===== config.mk =====
export PLATFORM = sky130hd
export DESIGN_NAME = ncs_config_store
export DESIGN_NICKNAME = d
export VERILOG_FILES = /design/src/rtl/ncs_pkg.sv /design/src/rtl/ncs_list_mem.sv /design/src/rtl/ncs_config_store.sv
export SDC_FILE = /design/constraint.sdc
export NUM_CORES = 1
export LEC_CHECK = 0
export ABC_CLOCK_PERIOD_IN_PS = 3000
export BUFFER_PORTS_ARGS = -buffer_cell sky130_fd_sc_hd__clkbuf_2
export CAP_MARGIN = 20
export CORE_ASPECT_RATIO = 0.9
export CORE_MARGIN = 2
export CORE_UTILIZATION = 55
export DETAILED_ROUTE_END_ITERATION = 16
export GPL_ROUTABILITY_DRIVEN = 0
export HOLD_SLACK_MARGIN = 0.05
export PLACE_DENSITY = 0.83
export SLEW_MARGIN = 20
export SYNTH_ARGS = -nofsm -noshare
export SYNTH_HDL_FRONTEND = slang
export SYNTH_SLANG_ARGS = --single-unit

===== constraint.sdc =====
create_clock -name mclk -period 3 [get_ports mclk]
set_input_delay 0.3 -clock mclk [delete_from_list [all_inputs] [get_ports mclk]]
set_output_delay 0.3 -clock mclk [all_outputs]
set_load 0.02 [all_outputs]

===== src/rtl/ncs_pkg.sv =====
// Package: offsets, field positions, opcodes, defaults and carrier types
// for the configuration store controller.
// Assumes an 8-bit register space with 12-bit addresses on the serial port.
package ncs_pkg;

  localparam int          LIST_LEN       = 23;
  localparam logic [11:0] LIST_FIRST_OFS = 12'hA00;
  localparam logic [11:0] LIST_LAST_OFS  = 12'hA16;
  localparam logic [11:0] BUSY_OFS       = 12'hB00;
  localparam logic [11:0] ERROR_OFS      = 12'hB01;
  localparam logic [11:0] RELOAD_OFS     = 12'hB02;
  localparam logic [11:0] SAVE_OFS       = 12'hB03;
  localparam logic [11:0] APPLY_OFS      = 12'hB10;

  localparam int STATUS_BIT = 0;
  localparam int WREN_BIT   = 0;
  localparam int RELOAD_BIT = 1;
  localparam int SAVE_BIT   = 0;
  localparam int APPLY_BIT  = 0;

  localparam logic       WREN_RST  = 1'b0;
  localparam logic [2:0] SYNC_RST  = 3'h7;
  localparam logic [7:0] OP_APPLY  = 8'h80;
  localparam logic [7:0] OP_END    = 8'hFF;
  localparam int         COUNT_MSB = 6;
  localparam int         HI_MSB    = 3;

  // Data segment = count byte, address high nibble, address low byte
  localparam logic [7:0] LIST_DEFAULT [LIST_LEN] = '{
    8'h7F, 8'h00, 8'h00,  8'h7F, 8'h00, 8'h7F,  8'h7F, 8'h00, 8'hFE,
    8'h7F, 8'h01, 8'h7D,  8'h36, 8'h01, 8'hFC,  8'h80, 8'hFF, 8'hFF,
    8'hFF, 8'hFF, 8'hFF,  8'hFF, 8'hFF};

  typedef struct packed {
    logic        wr;
    logic        rd;
    logic [11:0] addr;
    logic [7:0]  wdata;
  } ncs_reg_req_t;

  typedef struct packed {
    logic        req;
    logic        we;
    logic [11:0] addr;
    logic [7:0]  wdata;
  } ncs_nvm_req_t;

  typedef struct packed {
    logic        we;
    logic [11:0] addr;
    logic [7:0]  wdata;
  } ncs_buf_req_t;

  typedef enum logic [6:0] {
    ST_IDLE  = 7'h01,
    ST_FETCH = 7'h02,
    ST_TAKE  = 7'h04,
    ST_BYTE  = 7'h08,
    ST_NVM   = 7'h10,
    ST_ADV   = 7'h20,
    ST_FIN   = 7'h40
  } ncs_state_t;

endpackage : ncs_pkg


===== src/rtl/ncs_list_mem.sv =====
// Segment list storage: one write port, one registered read port.
// Assumes the owner arbitrates the single read address.
`timescale 1ns/10ps
module ncs_list_mem #(
  parameter int DEPTH = ncs_pkg::LIST_LEN,
  parameter int AW    = 5
) (
  input  wire logic          mclk,
  input  wire logic          rst_n,
  input  wire logic          we,
  input  wire logic [AW-1:0] waddr,
  input  wire logic [7:0]    wdata,
  input  wire logic [AW-1:0] raddr,
  output logic      [7:0]    rdata
);

  logic [7:0] mem [DEPTH];

  // Reset loads the full-transfer list so a fresh part saves everything
  always_ff @(posedge mclk or negedge rst_n) begin
    if (!rst_n) begin
      for (int i = 0; i < DEPTH; i++) begin
        mem[i] <= ncs_pkg::LIST_DEFAULT[i];  // [RQ5]
      end
      rdata <= 8'h00;
    end else begin
      if (we && (int'(waddr) < DEPTH)) begin
        mem[waddr] <= wdata;
      end
      rdata <= (int'(raddr) < DEPTH) ? mem[raddr] : ncs_pkg::OP_END;
    end
  end

endmodule : ncs_list_mem


===== src/rtl/ncs_config_store.sv =====
// Configuration store controller: apply strobe, segment list, save,
// reload and status for the nonvolatile configuration store.
// Assumes a serial port decoder issuing one-cycle register requests on mclk,
// a store answering each request with a one-cycle ack, and buffer reads valid
// one cycle after the buffer address settles.
`timescale 1ns/10ps
// Behaviour
// RQ1: Host writes one to copy buffers to active
// RQ2: Apply strobe clears itself after the copy
// RQ3: List holds segment start address and count
// RQ4: List also accepts apply and end opcodes
// RQ5: Default list moves everything, then applies
// RQ6: Busy bit reads one during transfer
// RQ7: Error bit flags bad data from store
// RQ8: Reload bit with pin low soft-resets (the code refuses it while busy)
// RQ9: Reload bit clears on next clock
// RQ10: Store writes blocked until write enable set
// RQ11: Save bit starts save, clears when done
// RQ12: Walk list in order until end marker
module ncs_config_store #(
  parameter int LIST_DEPTH = ncs_pkg::LIST_LEN,
  parameter int IDXW       = 5
) (
  input  wire logic                 mclk,
  input  wire logic                 rst_n,
  input  wire ncs_pkg::ncs_reg_req_t regReq,
  output logic      [7:0]           regRdata,
  output logic                      regRdValid,
  input  wire logic                 storeSelect_n,
  output ncs_pkg::ncs_nvm_req_t      nvmOut,
  input  wire logic                 nvmAck,
  input  wire logic [7:0]           nvmRdata,
  output ncs_pkg::ncs_buf_req_t      bufOut,
  input  wire logic [7:0]           bufRdata,
  output logic                      applyPulse,
  output logic                      softResetPulse
);

  function automatic logic inList(input logic [11:0] a);
    return (a >= ncs_pkg::LIST_FIRST_OFS) && (a <= ncs_pkg::LIST_LAST_OFS);
  endfunction : inList

  function automatic logic [IDXW-1:0] listIdxOf(input logic [11:0] a);
    logic [11:0] d;
    d = a - ncs_pkg::LIST_FIRST_OFS;
    return d[IDXW-1:0];
  endfunction : listIdxOf

  ncs_pkg::ncs_state_t   state,     next_state;
  ncs_pkg::ncs_nvm_req_t next_nvmOut;
  ncs_pkg::ncs_buf_req_t next_bufOut;
  logic [IDXW-1:0] listIdx,     next_listIdx;
  logic [1:0]      fieldSel,    next_fieldSel;
  logic [6:0]      byteCount,   next_byteCount;
  logic [11:0]     curAddr,     next_curAddr;
  logic [7:0]      sum,         next_sum;
  logic            saving,      next_saving;
  logic            wrEnable,    next_wrEnable;
  logic            reloadBit,   next_reloadBit;
  logic            errorFlag,   next_errorFlag;
  logic            pendLoad,    next_pendLoad;
  logic            next_applyPulse;
  logic            next_softResetPulse;
  logic [2:0]      selSync,     next_selSync;
  logic            selLow,      next_selLow;
  logic            rdPend,      next_rdPend;
  logic [11:0]     rdAddrQ,     next_rdAddrQ;
  logic            rdListOk,    next_rdListOk;
  logic [7:0]      next_regRdata;
  logic            busyNow;
  logic            memWe;
  logic [IDXW-1:0] memRaddr;
  logic [7:0]      memRdata;
  logic [7:0]      entry;

  assign busyNow  = (state != ncs_pkg::ST_IDLE) || pendLoad;
  // Host edits to the list are dropped while a transfer walks it
  assign memWe    = regReq.wr && inList(regReq.addr) && !busyNow;  // [RQ3]
  assign memRaddr = (state == ncs_pkg::ST_FETCH) ? listIdx : listIdxOf(regReq.addr);
  assign entry    = memRdata;

  ncs_list_mem #(.DEPTH(LIST_DEPTH), .AW(IDXW)) u_list (
    .mclk  (mclk),
    .rst_n (rst_n),
    .we    (memWe),
    .waddr (listIdxOf(regReq.addr)),
    .wdata (regReq.wdata),
    .raddr (memRaddr),
    .rdata (memRdata)
  );

  // Pin synchroniser and register read path
  always_comb begin
    next_selSync  = {selSync[1:0], storeSelect_n};
    next_selLow   = selLow;
    if (selSync[1] == selSync[2]) begin
      next_selLow = !selSync[2];
    end
    next_rdPend   = regReq.rd;
    next_rdAddrQ  = regReq.rd ? regReq.addr : rdAddrQ;
    next_rdListOk = regReq.rd ? (state != ncs_pkg::ST_FETCH) : rdListOk;
    next_regRdata = regRdata;
    if (rdPend) begin
      next_regRdata = 8'h00;
      if (inList(rdAddrQ)) begin
        next_regRdata = rdListOk ? memRdata : 8'h00;
      end else if (rdAddrQ == ncs_pkg::BUSY_OFS) begin
        next_regRdata[ncs_pkg::STATUS_BIT] = busyNow;  // [RQ6]
      end else if (rdAddrQ == ncs_pkg::ERROR_OFS) begin
        next_regRdata[ncs_pkg::STATUS_BIT] = errorFlag;  // [RQ7]
      end else if (rdAddrQ == ncs_pkg::RELOAD_OFS) begin
        next_regRdata[ncs_pkg::RELOAD_BIT] = reloadBit;
        next_regRdata[ncs_pkg::WREN_BIT]   = wrEnable;
      end else if (rdAddrQ == ncs_pkg::SAVE_OFS) begin
        next_regRdata[ncs_pkg::SAVE_BIT] = saving;  // [RQ11]
      end
    end
  end

  always_ff @(posedge mclk or negedge rst_n) begin
    if (!rst_n) begin
      selSync    <= ncs_pkg::SYNC_RST;
      selLow     <= 1'b0;
      rdPend     <= 1'b0;
      rdAddrQ    <= 12'h000;
      rdListOk   <= 1'b0;
      regRdata   <= 8'h00;
      regRdValid <= 1'b0;
    end else begin
      selSync    <= next_selSync;
      selLow     <= next_selLow;
      rdPend     <= next_rdPend;
      rdAddrQ    <= next_rdAddrQ;
      rdListOk   <= next_rdListOk;
      regRdata   <= next_regRdata;
      regRdValid <= rdPend;
    end
  end

  // Control registers and list walker
  always_comb begin
    next_state          = state;
    next_nvmOut         = nvmOut;
    next_bufOut         = bufOut;
    next_bufOut.we      = 1'b0;
    next_listIdx        = listIdx;
    next_fieldSel       = fieldSel;
    next_byteCount      = byteCount;
    next_curAddr        = curAddr;
    next_sum            = sum;
    next_saving         = saving;
    next_wrEnable       = wrEnable;
    next_reloadBit      = 1'b0;  // [RQ9]
    next_errorFlag      = errorFlag;
    next_pendLoad       = pendLoad;
    next_applyPulse     = 1'b0;  // [RQ2]
    next_softResetPulse = 1'b0;

    if (regReq.wr && (regReq.addr == ncs_pkg::APPLY_OFS) && regReq.wdata[ncs_pkg::APPLY_BIT]) begin
      next_applyPulse = 1'b1;  // [RQ1]
    end
    if (regReq.wr && (regReq.addr == ncs_pkg::RELOAD_OFS)) begin
      next_wrEnable = regReq.wdata[ncs_pkg::WREN_BIT];  // [RQ10]
      if (regReq.wdata[ncs_pkg::RELOAD_BIT]) begin
        next_reloadBit = 1'b1;  // [RQ9]
        // Reload while a transfer runs would corrupt it, so it is refused
        if (selLow && !busyNow) begin
          next_softResetPulse = 1'b1;  // [RQ8]
          next_pendLoad       = 1'b1;  // [RQ8]
        end
      end
    end

    unique case (state)
      ncs_pkg::ST_IDLE: begin
        if (pendLoad || (regReq.wr && (regReq.addr == ncs_pkg::SAVE_OFS)
            && regReq.wdata[ncs_pkg::SAVE_BIT] && wrEnable)) begin  // [RQ10]
          next_saving      = !pendLoad;  // [RQ11]
          next_pendLoad    = 1'b0;
          next_state       = ncs_pkg::ST_FETCH;
          next_listIdx     = '0;
          next_fieldSel    = 2'h0;
          next_sum         = 8'h00;
          next_errorFlag   = 1'b0;
          next_nvmOut.addr = 12'h000;
        end
      end
      ncs_pkg::ST_FETCH: begin
        // Running off the list end acts as an end marker
        if (listIdx == IDXW'(LIST_DEPTH)) begin
          next_state       = ncs_pkg::ST_FIN;  // [RQ12]
          next_nvmOut.req  = 1'b1;
          next_nvmOut.we   = saving;
          next_nvmOut.wdata = sum;
        end else begin
          next_state = ncs_pkg::ST_TAKE;
        end
      end
      ncs_pkg::ST_TAKE: begin
        next_listIdx = listIdx + 1'b1;  // [RQ12]
        next_state   = ncs_pkg::ST_FETCH;
        unique case (fieldSel)
          2'h0: begin
            if (entry == ncs_pkg::OP_END) begin
              // Checksum byte follows the data in the store
              next_state        = ncs_pkg::ST_FIN;  // [RQ12]
              next_nvmOut.req   = 1'b1;
              next_nvmOut.we    = saving;
              next_nvmOut.wdata = sum;
            end else if (entry == ncs_pkg::OP_APPLY) begin
              next_applyPulse = !saving;  // [RQ4] [RQ5]
            end else begin
              next_byteCount = entry[ncs_pkg::COUNT_MSB:0];  // [RQ3]
              next_fieldSel  = 2'h1;
            end
          end
          2'h1: begin
            next_curAddr[11:8] = entry[ncs_pkg::HI_MSB:0];  // [RQ3]
            next_fieldSel      = 2'h2;
          end
          default: begin
            next_curAddr[7:0] = entry;  // [RQ3]
            next_bufOut.addr  = {curAddr[11:8], entry};
            next_fieldSel     = 2'h0;
            if (byteCount != 7'h00) begin
              next_state = ncs_pkg::ST_BYTE;
            end
          end
        endcase
      end
      ncs_pkg::ST_BYTE: begin
        next_nvmOut.req   = 1'b1;
        next_nvmOut.we    = saving;  // [RQ10]
        next_nvmOut.wdata = bufRdata;
        next_state        = ncs_pkg::ST_NVM;
      end
      ncs_pkg::ST_NVM: begin
        if (nvmAck) begin
          next_nvmOut.req  = 1'b0;
          next_nvmOut.addr = nvmOut.addr + 12'h001;
          next_byteCount   = byteCount - 7'h01;
          next_sum         = sum + (saving ? nvmOut.wdata : nvmRdata);
          if (!saving) begin
            next_bufOut.we    = 1'b1;
            next_bufOut.wdata = nvmRdata;
          end
          next_state = ncs_pkg::ST_ADV;
        end
      end
      ncs_pkg::ST_ADV: begin
        next_curAddr     = curAddr + 12'h001;
        next_bufOut.addr = curAddr + 12'h001;
        next_state       = (byteCount == 7'h00) ? ncs_pkg::ST_FETCH : ncs_pkg::ST_BYTE;
      end
      ncs_pkg::ST_FIN: begin
        if (nvmAck) begin
          next_nvmOut.req = 1'b0;
          if (!saving && (nvmRdata != sum)) begin
            next_errorFlag = 1'b1;  // [RQ7]
          end
          next_saving = 1'b0;  // [RQ11]
          next_state  = ncs_pkg::ST_IDLE;
        end
      end
      default: begin
        next_state  = ncs_pkg::ST_IDLE;
        next_saving = 1'b0;
      end
    endcase
  end

  always_ff @(posedge mclk or negedge rst_n) begin
    if (!rst_n) begin
      state          <= ncs_pkg::ST_IDLE;
      nvmOut         <= '0;
      bufOut         <= '0;
      listIdx        <= '0;
      fieldSel       <= 2'h0;
      byteCount      <= 7'h00;
      curAddr        <= 12'h000;
      sum            <= 8'h00;
      saving         <= 1'b0;
      wrEnable       <= ncs_pkg::WREN_RST;
      reloadBit      <= 1'b0;
      errorFlag      <= 1'b0;
      pendLoad       <= 1'b0;
      applyPulse     <= 1'b0;
      softResetPulse <= 1'b0;
    end else begin
      state          <= next_state;
      nvmOut         <= next_nvmOut;
      bufOut         <= next_bufOut;
      listIdx        <= next_listIdx;
      fieldSel       <= next_fieldSel;
      byteCount      <= next_byteCount;
      curAddr        <= next_curAddr;
      sum            <= next_sum;
      saving         <= next_saving;
      wrEnable       <= next_wrEnable;
      reloadBit      <= next_reloadBit;
      errorFlag      <= next_errorFlag;
      pendLoad       <= next_pendLoad;
      applyPulse     <= next_applyPulse;
      softResetPulse <= next_softResetPulse;
    end
  end

  apply_write_a: assert property (@(posedge mclk) disable iff (!rst_n)  // [RQ1]
    regReq.wr && regReq.addr == ncs_pkg::APPLY_OFS && regReq.wdata[ncs_pkg::APPLY_BIT]
    |=> applyPulse)
    else $error("apply write did not pulse");

  apply_clear_a: assert property (@(posedge mclk) disable iff (!rst_n)  // [RQ2]
    applyPulse && !$past(applyPulse) && state == ncs_pkg::ST_IDLE && !regReq.wr
    |=> !applyPulse)
    else $error("apply strobe stuck");

  end_marker_a: assert property (@(posedge mclk) disable iff (!rst_n)  // [RQ12]
    state == ncs_pkg::ST_TAKE && fieldSel == 2'h0 && entry == ncs_pkg::OP_END
    |=> state == ncs_pkg::ST_FIN && nvmOut.req)
    else $error("end marker not honoured");

  load_apply_a: assert property (@(posedge mclk) disable iff (!rst_n)  // [RQ4]
    state == ncs_pkg::ST_TAKE && fieldSel == 2'h0 && entry == ncs_pkg::OP_APPLY && !saving
    |=> applyPulse
    ##1 state == ((listIdx == IDXW'(LIST_DEPTH)) ? ncs_pkg::ST_FIN : ncs_pkg::ST_TAKE))
    else $error("apply opcode ignored on load");

  busy_read_a: assert property (@(posedge mclk) disable iff (!rst_n)  // [RQ6]
    rdPend && rdAddrQ == ncs_pkg::BUSY_OFS
    |=> regRdValid && regRdata[ncs_pkg::STATUS_BIT] == $past(busyNow))
    else $error("busy readback wrong");

  error_set_a: assert property (@(posedge mclk) disable iff (!rst_n)  // [RQ7]
    state == ncs_pkg::ST_FIN && nvmAck && !saving && nvmRdata != sum
    |=> errorFlag && state == ncs_pkg::ST_IDLE)
    else $error("checksum mismatch not flagged");

  soft_reset_a: assert property (@(posedge mclk) disable iff (!rst_n)  // [RQ8]
    regReq.wr && regReq.addr == ncs_pkg::RELOAD_OFS && regReq.wdata[ncs_pkg::RELOAD_BIT]
    && selLow && !busyNow
    |=> softResetPulse ##1 (state == ncs_pkg::ST_FETCH && !saving))
    else $error("reload did not soft reset");

  reload_clear_a: assert property (@(posedge mclk) disable iff (!rst_n)  // [RQ9]
    reloadBit && !(regReq.wr && regReq.addr == ncs_pkg::RELOAD_OFS) |=> !reloadBit)
    else $error("reload bit did not clear");

  write_guard_a: assert property (@(posedge mclk) disable iff (!rst_n)  // [RQ10]
    state == ncs_pkg::ST_IDLE && !pendLoad && !wrEnable |=> !saving)
    else $error("save started while protected");

  save_clear_a: assert property (@(posedge mclk) disable iff (!rst_n)  // [RQ11]
    saving && state == ncs_pkg::ST_FIN && nvmAck |=> !saving && !busyNow)
    else $error("save bit did not clear");

endmodule : ncs_config_store


==> impl_metrics.py, run 1 <==
metrics = {
    "status": {
        "run_status": "completed",
    },
    "synth": {
        "synth_sequential_area_ratio_pct": 51.7,
        "synth_area_mm2": 0.0149,
        "synth_area_per_cell_um2": 11.4,
        "synth_flop_cell": "sky130_fd_sc_hd__dfrtp_1",
        "synth-edff-count": 0,
        "netlist.area_leader.share_pct": 30.4,
        "postSynthRegisterBits": 302,
        "synthCells": 1309,
        "ys_warn_count": 0,
        "synth.distinct_cells": 72,
        "synth.net_count": 1364,
        "synth.largest_area_cell": "sky130_fd_sc_hd__dfrtp_1",
        "ys_top_cells_by_area": "sky130_fd_sc_hd__dfrtp_1 (30%), sky130_fd_sc_hd__dfstp_2 (21%), sky130_fd_sc_hd__mux2_2 (16%)",
        "share_of_flip_flops_with_an_asynchronous_set_or_reset_after_synthesis_pct": 100,
    },
    "grt": {
        "vias_in_the_first_global_route": 11200,
        "grt_max_degree": 90,
        "grt_remaining_overflow": 0,
        "antenna_found_initial": 0,
        "grt_use_total_pct": 26.9,
        "grt_first_pass_wirelength_um": 61000,
    },
    "detailed_routing": {
        "route.detailed.vias_per_inst": 6.18,
        "wl_met3_um": 2960,
        "met1_length_um": 16300,
        "drt-total-wl_um": 38400,
        "ant_nets": 0,
        "wl_per_cell_um": 21.2,
        "drc": 0,
        "top_signal_layer_used": "met4",
        "drt_first_pass_iters": 5,
        "routed-via-count": 11200,
        "met2RoutedLength_um": 17800,
        "first_iter_violations": 1118,
    },
    "timing": {
        "timing_max_transition_violations_final": 0,
        "clock_skew_ps": 17.4,
        "fin_crit_ps": 2940,
        "setup_repair_after_global_routing_missed_its_margin": "true",
        "clock.fmax_mhz": 340,
        "final_min_period_over_clock_period_pct": 98.2,
        "slew-limit-headroom_pct": 43.4,
        "hold_slack_ps": 65.3,
        "report.final.setup_viol": 0,
        "report.final.hold_viol_count": 0,
        "tightestPinTransition_ps": 849,
    },
    "cells_and_area": {
        "layout_common_cells": "sky130_fd_sc_hd__mux2_2 (210), sky130_fd_sc_hd__dfrtp_1 (181), sky130_fd_sc_hd__nand2_1 (144)",
        "final_nets": 1491,
        "area.growth.synth_to_final_pct": 15.9,
        "layout_cells_sized_above_1_pct": 40.4,
        "layout.core_utilization_pct": 64.4,
        "layout_commonest_cell": "sky130_fd_sc_hd__mux2_2",
        "antenna-diode-count": 0,
    },
    "clock_network": {
        "clock_tree.htree_level_count": 1,
        "cts.root.buffer_cell": "sky130_fd_sc_hd__clkbuf_16",
        "clkSlewWorstSetupHoldPaths_ps": 60,
        "clk-insertion-delay-late_ps": 560,
        "cts_buffers": 31,
        "cts_tree": "done",
        "cts_num_sinks": 302,
        "max-clock-path-buffers": 3,
    },
    "setup_path": {
        "critical_path_required_ps": 3440,
        "worst_setup_path_start_kind": "flip-flop",
        "crit_end": "u_list.rdata[0]$_DFF_PN0_",
        "cp_data_arrival_time_ps": 3390,
        "crit_start": "state[5]$_DFFE_PN0P_",
        "worstRegToRegCells": 9,
        "path_max_fanout": 26,
        "crit-reg2reg-capture": "u_list.rdata[0]$_DFF_PN0_",
        "worstSetupPathType": "reg -> reg",
        "reg2reg_slack_ps": 60,
        "crit_path_end_kind": "flip-flop",
        "reg2reg_from": "state[5]$_DFFE_PN0P_",
    },
    "power": {
        "power.total_mw": 11.1,
        "ir_worst_vdd_v": 0.000589,
        "power.density_cell_area_mw_per_mm2": 642,
        "leakagePower_nw": 7.74,
        "p_comb_share_pct": 20.1,
        "p_switching_mw": 3.37,
        "p_sw_share_pct": 30.3,
        "sequentialPowerShare_pct": 43.1,
        "p_int_mw": 7.73,
        "clockPowerShare_pct": 36.7,
    },
    "die": {
        "core.rowCount": 57,
        "start_util_pct": 55.6,
        "die_h_um": 160,
        "die_width_um": 178,
        "count_of_boundary_i_o_pins": 96,
        "die_area_mm2": 0.0284,
        "core_area_mm2": 0.0268,
    },
    "min_path": {
        "min_path_type": "in -> reg",
    },
    "place": {
        "place.port_buffers": 95,
        "hpwl_after_detailed_placement_um": 25600,
    },
    "job": {
        "cap_violations": 0,
    },
}
## cell type report
class / count / area (um^2)
clock buffers: 40 / 861
fillers: 1980 / 9540
well taps: 354 / 443
inverters: 22 / 82.6
multi-input cells: 908 / 6790
repair buffers: 171 / 1170
clock inverters: 16 / 216
flip-flops and latches: 302 / 7710
## how the worst min path moves through the flow
| stage | slack (ps) | start | depth (start not counted) | to |
|---|---|---|---|---|
| 2_1_floorplan | 4 | rst_n | 0 | applyPulse$_DFF_PN0_ |
| 3_3_place_gp | 330 | rst_n | 1 | bufOut[4]$_DFFE_PN0P_ |
| 3_5_place_dp | 350 | rst_n | 1 | nvmOut[3]$_DFFE_PN0P_ |
| 4_1_cts | 50 | nvmRdata[6] | 2 | bufOut[6]$_DFFE_PN0P_ |
| 5_1_grt | 60 | nvmRdata[6] | 2 | bufOut[6]$_DFFE_PN0P_ |
| 6_report | 70 | nvmRdata[6] | 2 | bufOut[6]$_DFFE_PN0P_ |
## worst max-delay path, stage by stage, from the launching register on
cell,delay [ps]
sky130_fd_sc_hd__dfrtp_1,390
sky130_fd_sc_hd__or4_4,560
sky130_fd_sc_hd__o21ai_1,410
sky130_fd_sc_hd__nand2_1,220
sky130_fd_sc_hd__buf_12,220
sky130_fd_sc_hd__a211oi_1,290
sky130_fd_sc_hd__a31oi_1,120
sky130_fd_sc_hd__o211ai_1,310
sky130_fd_sc_hd__a211oi_1,140
sky130_fd_sc_hd__buf_4,180
## synth_stat cells, drive strengths merged, types with 11 or more instances
cell type  count
mux2         218
a211oi        20
nor3          15
a31oi         23
ha            12
nand3         29
clkbuf        54
and3          17
dfstp        121
inv           22
xnor2         11
o21ai         50
xor2          18
a21oi         61
buf           23
o22ai         15
dfrtp        181
a32oi         19
mux2i         45
nand2        145
nor2          94
## logic make-up after synthesis
family	synth area share, %
xor gates and xnor gates	1.70
AOI/OAI and AO/OA	9.84
and+or+nand+nor	12.7
DFF	51.7
buffers and inverters	2.87
muxes	20.0
adders and majority gates	1.14
## power groups by stage
stage               clock [mW]  combinational [mW]  sequential, mW
floorplan                    0                1.40            4.78
global placement             0                2.09            4.81
detailed placement           0                2.16            4.83
CTS                       4.10                2.20            4.77
global route              4.27                2.43            4.82
finish                    4.07                2.23            4.78
## per-layer routing
metal  track usage (%)  vias to the layer above
li1                  -                     4969
met1              37.3                     5604
met2              42.1                      543
met3              5.52                       95
met4              9.50                        0
met5                 0                        -
## sequential cells by signal, summed over array words and instances (netlist names), 3 cells and up
name          count
nvmOut           22
u_list.rdata      8
u_list.mem      184
selSync           3
regRdata          8
listIdx           5
sum               8
curAddr           4
byteCount         7
rdAddrQ          12
state             7
bufOut           21
## per-stage QoR
| step | setup slack, ps | area, um^2 | instances | setup TNS [ps] |
|---|---|---|---|---|
| final | 55.0 | 17300 | 1813 | 0 |
| after global routing | -15.2 | 17300 | 1813 | -55.8 |
| after CTS | 94.6 | 17300 | 1813 | 0 |
| after detailed placement | 111 | 16000 | 1740 | 0 |
| after global placement | 176 | 16000 | 1740 | 0 |
| after floorplan | 102 | 14900 | 1309 | 0 |
## what timing repair did
action	CTS	global route
buffers inserted	0	0
hold buffers	17	0
setup endpoints to repair	0	19
gates resized for setup	0	5
hold endpoints to repair	49	0
No activity file was read; power rests on OpenSTA's default activity.
==> run 2, diff against run 1 <==
--- a/config.mk
+++ b/config.mk
@@ -6,5 +6,4 @@
 export NUM_CORES = 1
 export LEC_CHECK = 0
-export ABC_CLOCK_PERIOD_IN_PS = 3000
 export BUFFER_PORTS_ARGS = -buffer_cell sky130_fd_sc_hd__clkbuf_2
 export CAP_MARGIN = 20
==> constraint.sdc (replaced) <==
create_clock -name mclk -period 3 [get_ports mclk]
set_input_delay 0 -clock mclk [delete_from_list [all_inputs] [get_ports mclk]]
set_output_delay 0 -clock mclk [all_outputs]
set_load 0.02 [all_outputs]
==> run 2 against run 1 <==
Net effect: non-clock buffer count increased by 26; clock skew decreased by 8.0 ps; via count increased by 1.7%; die area unchanged; first-iteration DRC count decreased by 7.8%; critical path depth decreased by 2; global-route usage increased by 0.37 points; utilization increased by 0.32 points; largest power group unchanged.
==> impl_metrics.py, run 2 (synthesis results as in run 1) <==
metrics = {
    "timing": {
        "clock_skew_ps": 9.44,
        "slew-limit-headroom_pct": 34.9,
        "report.final.setup_viol": 0,
        "report.final.hold_viol_count": 0,
        "fin_crit_ps": 2890,
        "tightestPinTransition_ps": 976,
        "setup_repair_after_global_routing_missed_its_margin": "true",
        "final_min_period_over_clock_period_pct": 96.3,
        "hold_slack_ps": 112,
        "timing_max_transition_violations_final": 0,
        "clock.fmax_mhz": 346,
    },
    "clock_network": {
        "cts_num_sinks": 302,
        "clock_tree.htree_level_count": 1,
        "cts.root.buffer_cell": "sky130_fd_sc_hd__clkbuf_16",
        "clkSlewWorstSetupHoldPaths_ps": 60,
        "cts_buffers": 30,
        "cts_tree": "done",
        "clk-insertion-delay-late_ps": 560,
        "max-clock-path-buffers": 3,
    },
    "job": {
        "cap_violations": 0,
    },
    "cells_and_area": {
        "final_nets": 1516,
        "largest_register_ffs": 184,
        "fillerInstances": 1935,
        "antenna-diode-count": 0,
        "reg.largest.list": "u_list.mem x184, nvmOut x22, bufOut x21",
        "layout_commonest_cell": "sky130_fd_sc_hd__mux2_2",
        "layout_cells_sized_above_1_pct": 39.3,
        "max_flop_register": "u_list.mem",
        "layout_common_cells": "sky130_fd_sc_hd__mux2_2 (210), sky130_fd_sc_hd__dfrtp_1 (180), sky130_fd_sc_hd__nand2_1 (144)",
        "layoutNonFillerInstCount": 1839,
        "final_instance_area_mm2": 0.0174,
        "area.growth.synth_to_final_pct": 16.5,
    },
    "detailed_routing": {
        "first_iter_violations": 1031,
        "routed-via-count": 11400,
        "wl_per_cell_um": 21.0,
        "ant_nets": 0,
        "drt_first_pass_iters": 6,
        "drc": 0,
        "drt-total-wl_um": 38600,
        "route.detailed.vias_per_inst": 6.20,
    },
    "power": {
        "p_int_mw": 7.37,
        "power.density_cell_area_mw_per_mm2": 616,
        "p_comb_share_pct": 21.3,
        "ir_worst_vdd_v": 0.000614,
        "p_sw_share_pct": 31.0,
        "leakagePower_nw": 7.77,
        "sequentialPowerShare_pct": 44.8,
        "clockPowerShare_pct": 33.9,
        "p_switching_mw": 3.32,
        "power.total_mw": 10.7,
    },
    "setup_path": {
        "critical_path_required_ps": 3440,
        "reg2reg_slack_ps": 110,
        "worstSetupPathType": "reg -> reg",
        "worst_setup_path_start_kind": "flip-flop",
        "cp_data_arrival_time_ps": 3330,
        "crit-reg2reg-capture": "u_list.mem[122]$_DFFE_PN0P_",
        "path_max_fanout": 8,
        "reg2reg_from": "state[3]$_DFFE_PN0P_",
        "worstRegToRegCells": 7,
        "crit_path_end_kind": "flip-flop",
    },
    "die": {
        "start_util_pct": 55.6,
        "core.rowCount": 57,
        "count_of_boundary_i_o_pins": 96,
        "die_h_um": 160,
        "die_area_mm2": 0.0284,
        "core_area_mm2": 0.0268,
        "die_width_um": 178,
    },
    "grt": {
        "antenna_found_initial": 0,
        "grt_max_degree": 134,
        "grt_first_pass_wirelength_um": 61700,
        "vias_in_the_first_global_route": 11600,
        "grt_remaining_overflow": 0,
        "grt_use_total_pct": 27.3,
    },
    "min_path": {
        "min-delay-start": "storeSelect_n",
        "hold-path-cell-count": 2,
        "min_path_type": "in -> reg",
        "hold_path_endpoint": "selSync[0]$_DFF_PN1_",
    },
    "place": {
        "standard_cell_area_after_detailed_placement_mm2": 0.0160,
        "hpwl_after_detailed_placement_um": 25300,
        "placed_cells": 1744,
        "place.port_buffers": 95,
    },
    "status": {
        "run_status": "completed",
    },
}
## run 2: power by group through the flow
| stage | combinational (mW) | sequential, mW | clock [mW] |
|---|---|---|---|
| floorplan | 1.40 | 4.78 | 0 |
| detailed placement | 2.18 | 4.83 | 0 |
| global route | 2.47 | 4.83 | 3.84 |
| finish | 2.28 | 4.79 | 3.62 |
| CTS | 2.24 | 4.77 | 3.66 |
| global placement | 2.10 | 4.82 | 0 |
## run 2: layer usage
metal  global-route usage, %  wire length, um  up-vias
met1                    37.5            16400     5749
met2                    42.7            17900      510
met5                       0                0        -
li1                        -                -     5024
met4                    11.3             1550        0
met3                    4.88             2740      113
## run 2: per-stage QoR
stage | util, % | worst slack [ps] | TNS [ps]
floorplan | - | 102 | 0
global placement | 59.8 | 183 | 0
detailed placement | 59.8 | 58.9 | 0
CTS | 64.7 | 46.8 | 0
global route | 64.7 | -17.5 | -37.6
finish | 64.7 | 110 | 0
## run 2: how the worst max path moves through the flow
stage	from	depth (start not counted)	slack [ps]	end
after global placement	saving$_DFFE_PN0P_	9	180	sum[7]$_DFFE_PN0P_
after global routing	state[3]$_DFFE_PN0P_	7	-20	u_list.mem[122]$_DFFE_PN0P_
after floorplan	saving$_DFFE_PN0P_	10	100	sum[7]$_DFFE_PN0P_
after detailed placement	saving$_DFFE_PN0P_	9	60	sum[7]$_DFFE_PN0P_
after CTS	saving$_DFFE_PN0P_	9	50	sum[7]$_DFFE_PN0P_
final	state[3]$_DFFE_PN0P_	7	110	u_list.mem[122]$_DFFE_PN0P_
## run 2: layout make-up
class | count | area (um^2) | area share [%]
flip-flops and latches | 302 | 7710 | 44.4
clock buffers | 52 | 916 | 5.27
inverters | 22 | 82.6 | 0.476
repair buffers | 197 | 1410 | 8.13
multi-input cells | 908 | 6780 | 39.0
clock inverters | 4 | 22.5 | 0.130
well taps | 354 | 443 | 2.55
## run 2: worst max-delay path, stage by stage (launching register included)
cell,delay (ps)
sky130_fd_sc_hd__dfrtp_1,370
sky130_fd_sc_hd__or4_4,570
sky130_fd_sc_hd__nor4b_2,270
sky130_fd_sc_hd__nand3_1,150
sky130_fd_sc_hd__nor2_1,150
sky130_fd_sc_hd__nand4_2,370
sky130_fd_sc_hd__nor2_2,490
sky130_fd_sc_hd__mux2_2,390
## run 2: what timing repair did
action	4_1_cts	5_1_grt
endpoints found under the hold margin	157	0
gates resized for setup	0	3
setup endpoints to repair	0	5
hold buffers	39	0
buffers inserted	0	0
==> run 3, diff against run 2 <==
--- a/config.mk
+++ b/config.mk
@@ -11,4 +11,5 @@
 export CORE_MARGIN = 2
 export CORE_UTILIZATION = 55
+export CTS_CLUSTER_DIAMETER = 30
 export DETAILED_ROUTE_END_ITERATION = 16
 export GPL_ROUTABILITY_DRIVEN = 0
==> constraint.sdc (replaced) <==
create_clock -name mclk -period 2.5 [get_ports mclk]
set_input_delay 0.125 -clock mclk [delete_from_list [all_inputs] [get_ports mclk]]
set_output_delay 0.125 -clock mclk [all_outputs]
set_load 0.02 [all_outputs]
==> run 3 against run 2 <==
Net effect: the run now ends with negative setup slack left; wire length increased by 57%; critical path type unchanged; clock power grew 110%; sequential share of layout area is 7.7 points lower; fmax decreased by 3.9%; largest power group is now clock; hold slack improved by 27 ps; combinational power grew 110%; flip-flop and latch count unchanged.
==> impl_metrics.py, run 3 (synthesis results as in run 1) <==
metrics = {
    "job": {
        "cap_violations": 0,
    },
    "setup_path": {
        "worst_path_largest_cell_delay_ps": 750,
        "crit_path_end_kind": "flip-flop",
        "critical_path.n_buffers_inverters": 3,
        "crit_slowest_cell": "sky130_fd_sc_hd__o211ai_1",
        "critical_path.most_common_cell": "sky130_fd_sc_hd__buf_4",
        "cp_data_arrival_time_ps": 3400,
        "worst_setup_path_start_kind": "flip-flop",
        "critical_path_required_ps": 2890,
        "path_max_fanout": 4,
        "critPathTopFamily": "compound AO/OA/AOI/OAI gates",
        "worstSetupPathType": "reg -> reg",
        "path_cells": "buf_4 -> nor4_4 -> buf_4 -> buf_6 -> nand2_2 -> or3_4 -> a21oi_2 -> a21oi_1 -> o211ai_1 -> o21ai_1",
    },
    "detailed_routing": {
        "drt_first_pass_iters": 6,
        "drc": 0,
        "routed-via-count": 14200,
        "route.detailed.vias_per_inst": 7.04,
        "wl_per_cell_um": 30.1,
        "first_iter_violations": 1923,
        "ant_nets": 0,
        "drt-total-wl_um": 60700,
    },
    "clock_network": {
        "cts_buffers": 56,
        "clock_tree.htree_level_count": 2,
        "cts_num_sinks": 302,
        "cts_tree": "done",
        "clk-insertion-delay-late_ps": 600,
        "clkSlewWorstSetupHoldPaths_ps": 50,
        "cts.root.buffer_cell": "sky130_fd_sc_hd__clkbuf_16",
        "max-clock-path-buffers": 3,
    },
    "timing": {
        "clock_skew_ps": 24.0,
        "clock.fmax_mhz": 332,
        "tightestPinTransition_ps": 905,
        "slew-limit-headroom_pct": 39.4,
        "report.final.setup_viol": 211,
        "layout_setup_ws_ps": -509,
        "timing_max_transition_violations_final": 0,
        "setup_repair_after_global_routing_missed_its_margin": "true",
        "hold_slack_ps": 139,
        "final_min_period_over_clock_period_pct": 120,
        "fin_crit_ps": 3010,
        "report.final.hold_viol_count": 0,
    },
    "die": {
        "core.rowCount": 57,
        "core_area_mm2": 0.0268,
        "die_h_um": 160,
        "die_area_mm2": 0.0284,
        "die_width_um": 178,
        "start_util_pct": 55.6,
        "count_of_boundary_i_o_pins": 96,
    },
    "grt": {
        "grt_max_degree": 70,
        "grt_first_pass_wirelength_um": 76900,
        "vias_in_the_first_global_route": 14000,
        "antenna_found_initial": 2,
        "grt_use_total_pct": 34.9,
        "grt_remaining_overflow": 0,
    },
    "cells_and_area": {
        "layoutNonFillerInstCount": 2019,
        "layout_commonest_cell": "sky130_fd_sc_hd__dfrtp_1",
        "fillerInstances": 1292,
        "largest_register_ffs": 184,
        "reg.largest.list": "u_list.mem x184, nvmOut x22, bufOut x21",
        "final_nets": 1672,
        "layout_common_cells": "sky130_fd_sc_hd__dfrtp_1 (180), sky130_fd_sc_hd__nand2_1 (133), sky130_fd_sc_hd__buf_4 (127)",
        "max_flop_register": "u_list.mem",
        "area.growth.synth_to_final_pct": 40.8,
        "layout_cells_sized_above_1_pct": 53.8,
    },
    "min_path": {
        "min_path_type": "in -> async",
    },
    "place": {
        "hpwl_after_detailed_placement_um": 27000,
        "place.port_buffers": 95,
        "placement.setup.worst_slack_ps": -263,
        "placed_cells": 1835,
    },
    "status": {
        "violations_in_the_final_reports": "negative setup slack",
        "run_status": "finished, violations left",
    },
    "power": {
        "ir_worst_vdd_v": 0.000782,
        "power.density_cell_area_mw_per_mm2": 858,
        "leakagePower_nw": 9.22,
    },
}
==> run 3: cell types whose count changed in the layout (fill, tap and decap cells not counted), sizes merged, moves of 3 or more <==
| cell | delta |
|---|---|
| clkbuf | +19 |
| dlygate4sd3 | -8 |
| clkinvlp | +7 |
| clkinv | +15 |
| buf | +134 |
| inv | +7 |
| bufinv | +3 |
==> run 3: final cells by class <==
type,instances,area (um^2),share of cell area [%]
multi-input cells,909,7990,38.1
clock buffers,69,1500,7.15
clock inverters,36,372,1.77
repair buffers,326,2890,13.8
well taps,354,443,2.11
flip-flops and latches,302,7710,36.7
diodes,1,2.50,0.0119
inverters,22,82.6,0.393
==> run 3: final timing paths <==
path	start	to	slack (ps)	depth (start not counted)
max in group asynchronous	rst_n	u_list.mem[133]$_DFFE_PN1P_	1470	3
min in group mclk	regReq[9]	rdAddrQ[1]$_DFFE_PN0P_	210	3
worst max-delay path	state[6]$_DFFE_PN0P_	regRdata[0]$_DFFE_PN0P_	-510	10
worst min-delay path	rst_n	nvmOut[4]$_DFFE_PN0P_	140	2
worst min register to register	selSync[0]$_DFF_PN1_	selSync[1]$_DFF_PN1_	360	0
worst max register to register	state[6]$_DFFE_PN0P_	regRdata[0]$_DFFE_PN0P_	-510	10
==> run 3: repair_timing <==
item / CTS / global route
gates resized for setup: 125 / 183
hold buffers: 31 / 0
setup buffers: 28 / 24
pin swaps: 32 / 66
setup endpoints to repair: 125 / 227
endpoints found under the hold margin: 200 / 0
cloned: 4 / 3
==> run 3: where the power goes <==
part,total (mW),switching (mW),internal [mW]
sequential,5.75,0.468,5.28
combinational,4.68,2.70,1.99
clock,7.57,2.93,4.65
==> run 3: layer usage <==
metal	vias up	global-route usage, %	routed length, um
li1	5378	-	-
met4	2	24.0	6200
met2	1401	56.4	27400
met3	577	9.07	7270
met5	-	0	11
met1	6849	40.4	19800
==> run 3: through the flow <==
step	power, mW	instance area [um^2]	util (%)	setup TNS [ps]
floorplan	7.44	15000	-	-3150
global placement	8.71	16900	63.1	-4230
detailed placement	8.84	16900	63.1	-7880
CTS	16.8	20000	74.5	-5150
global route	18.4	21000	78.3	-47890
finish	18.0	21000	78.3	-47820
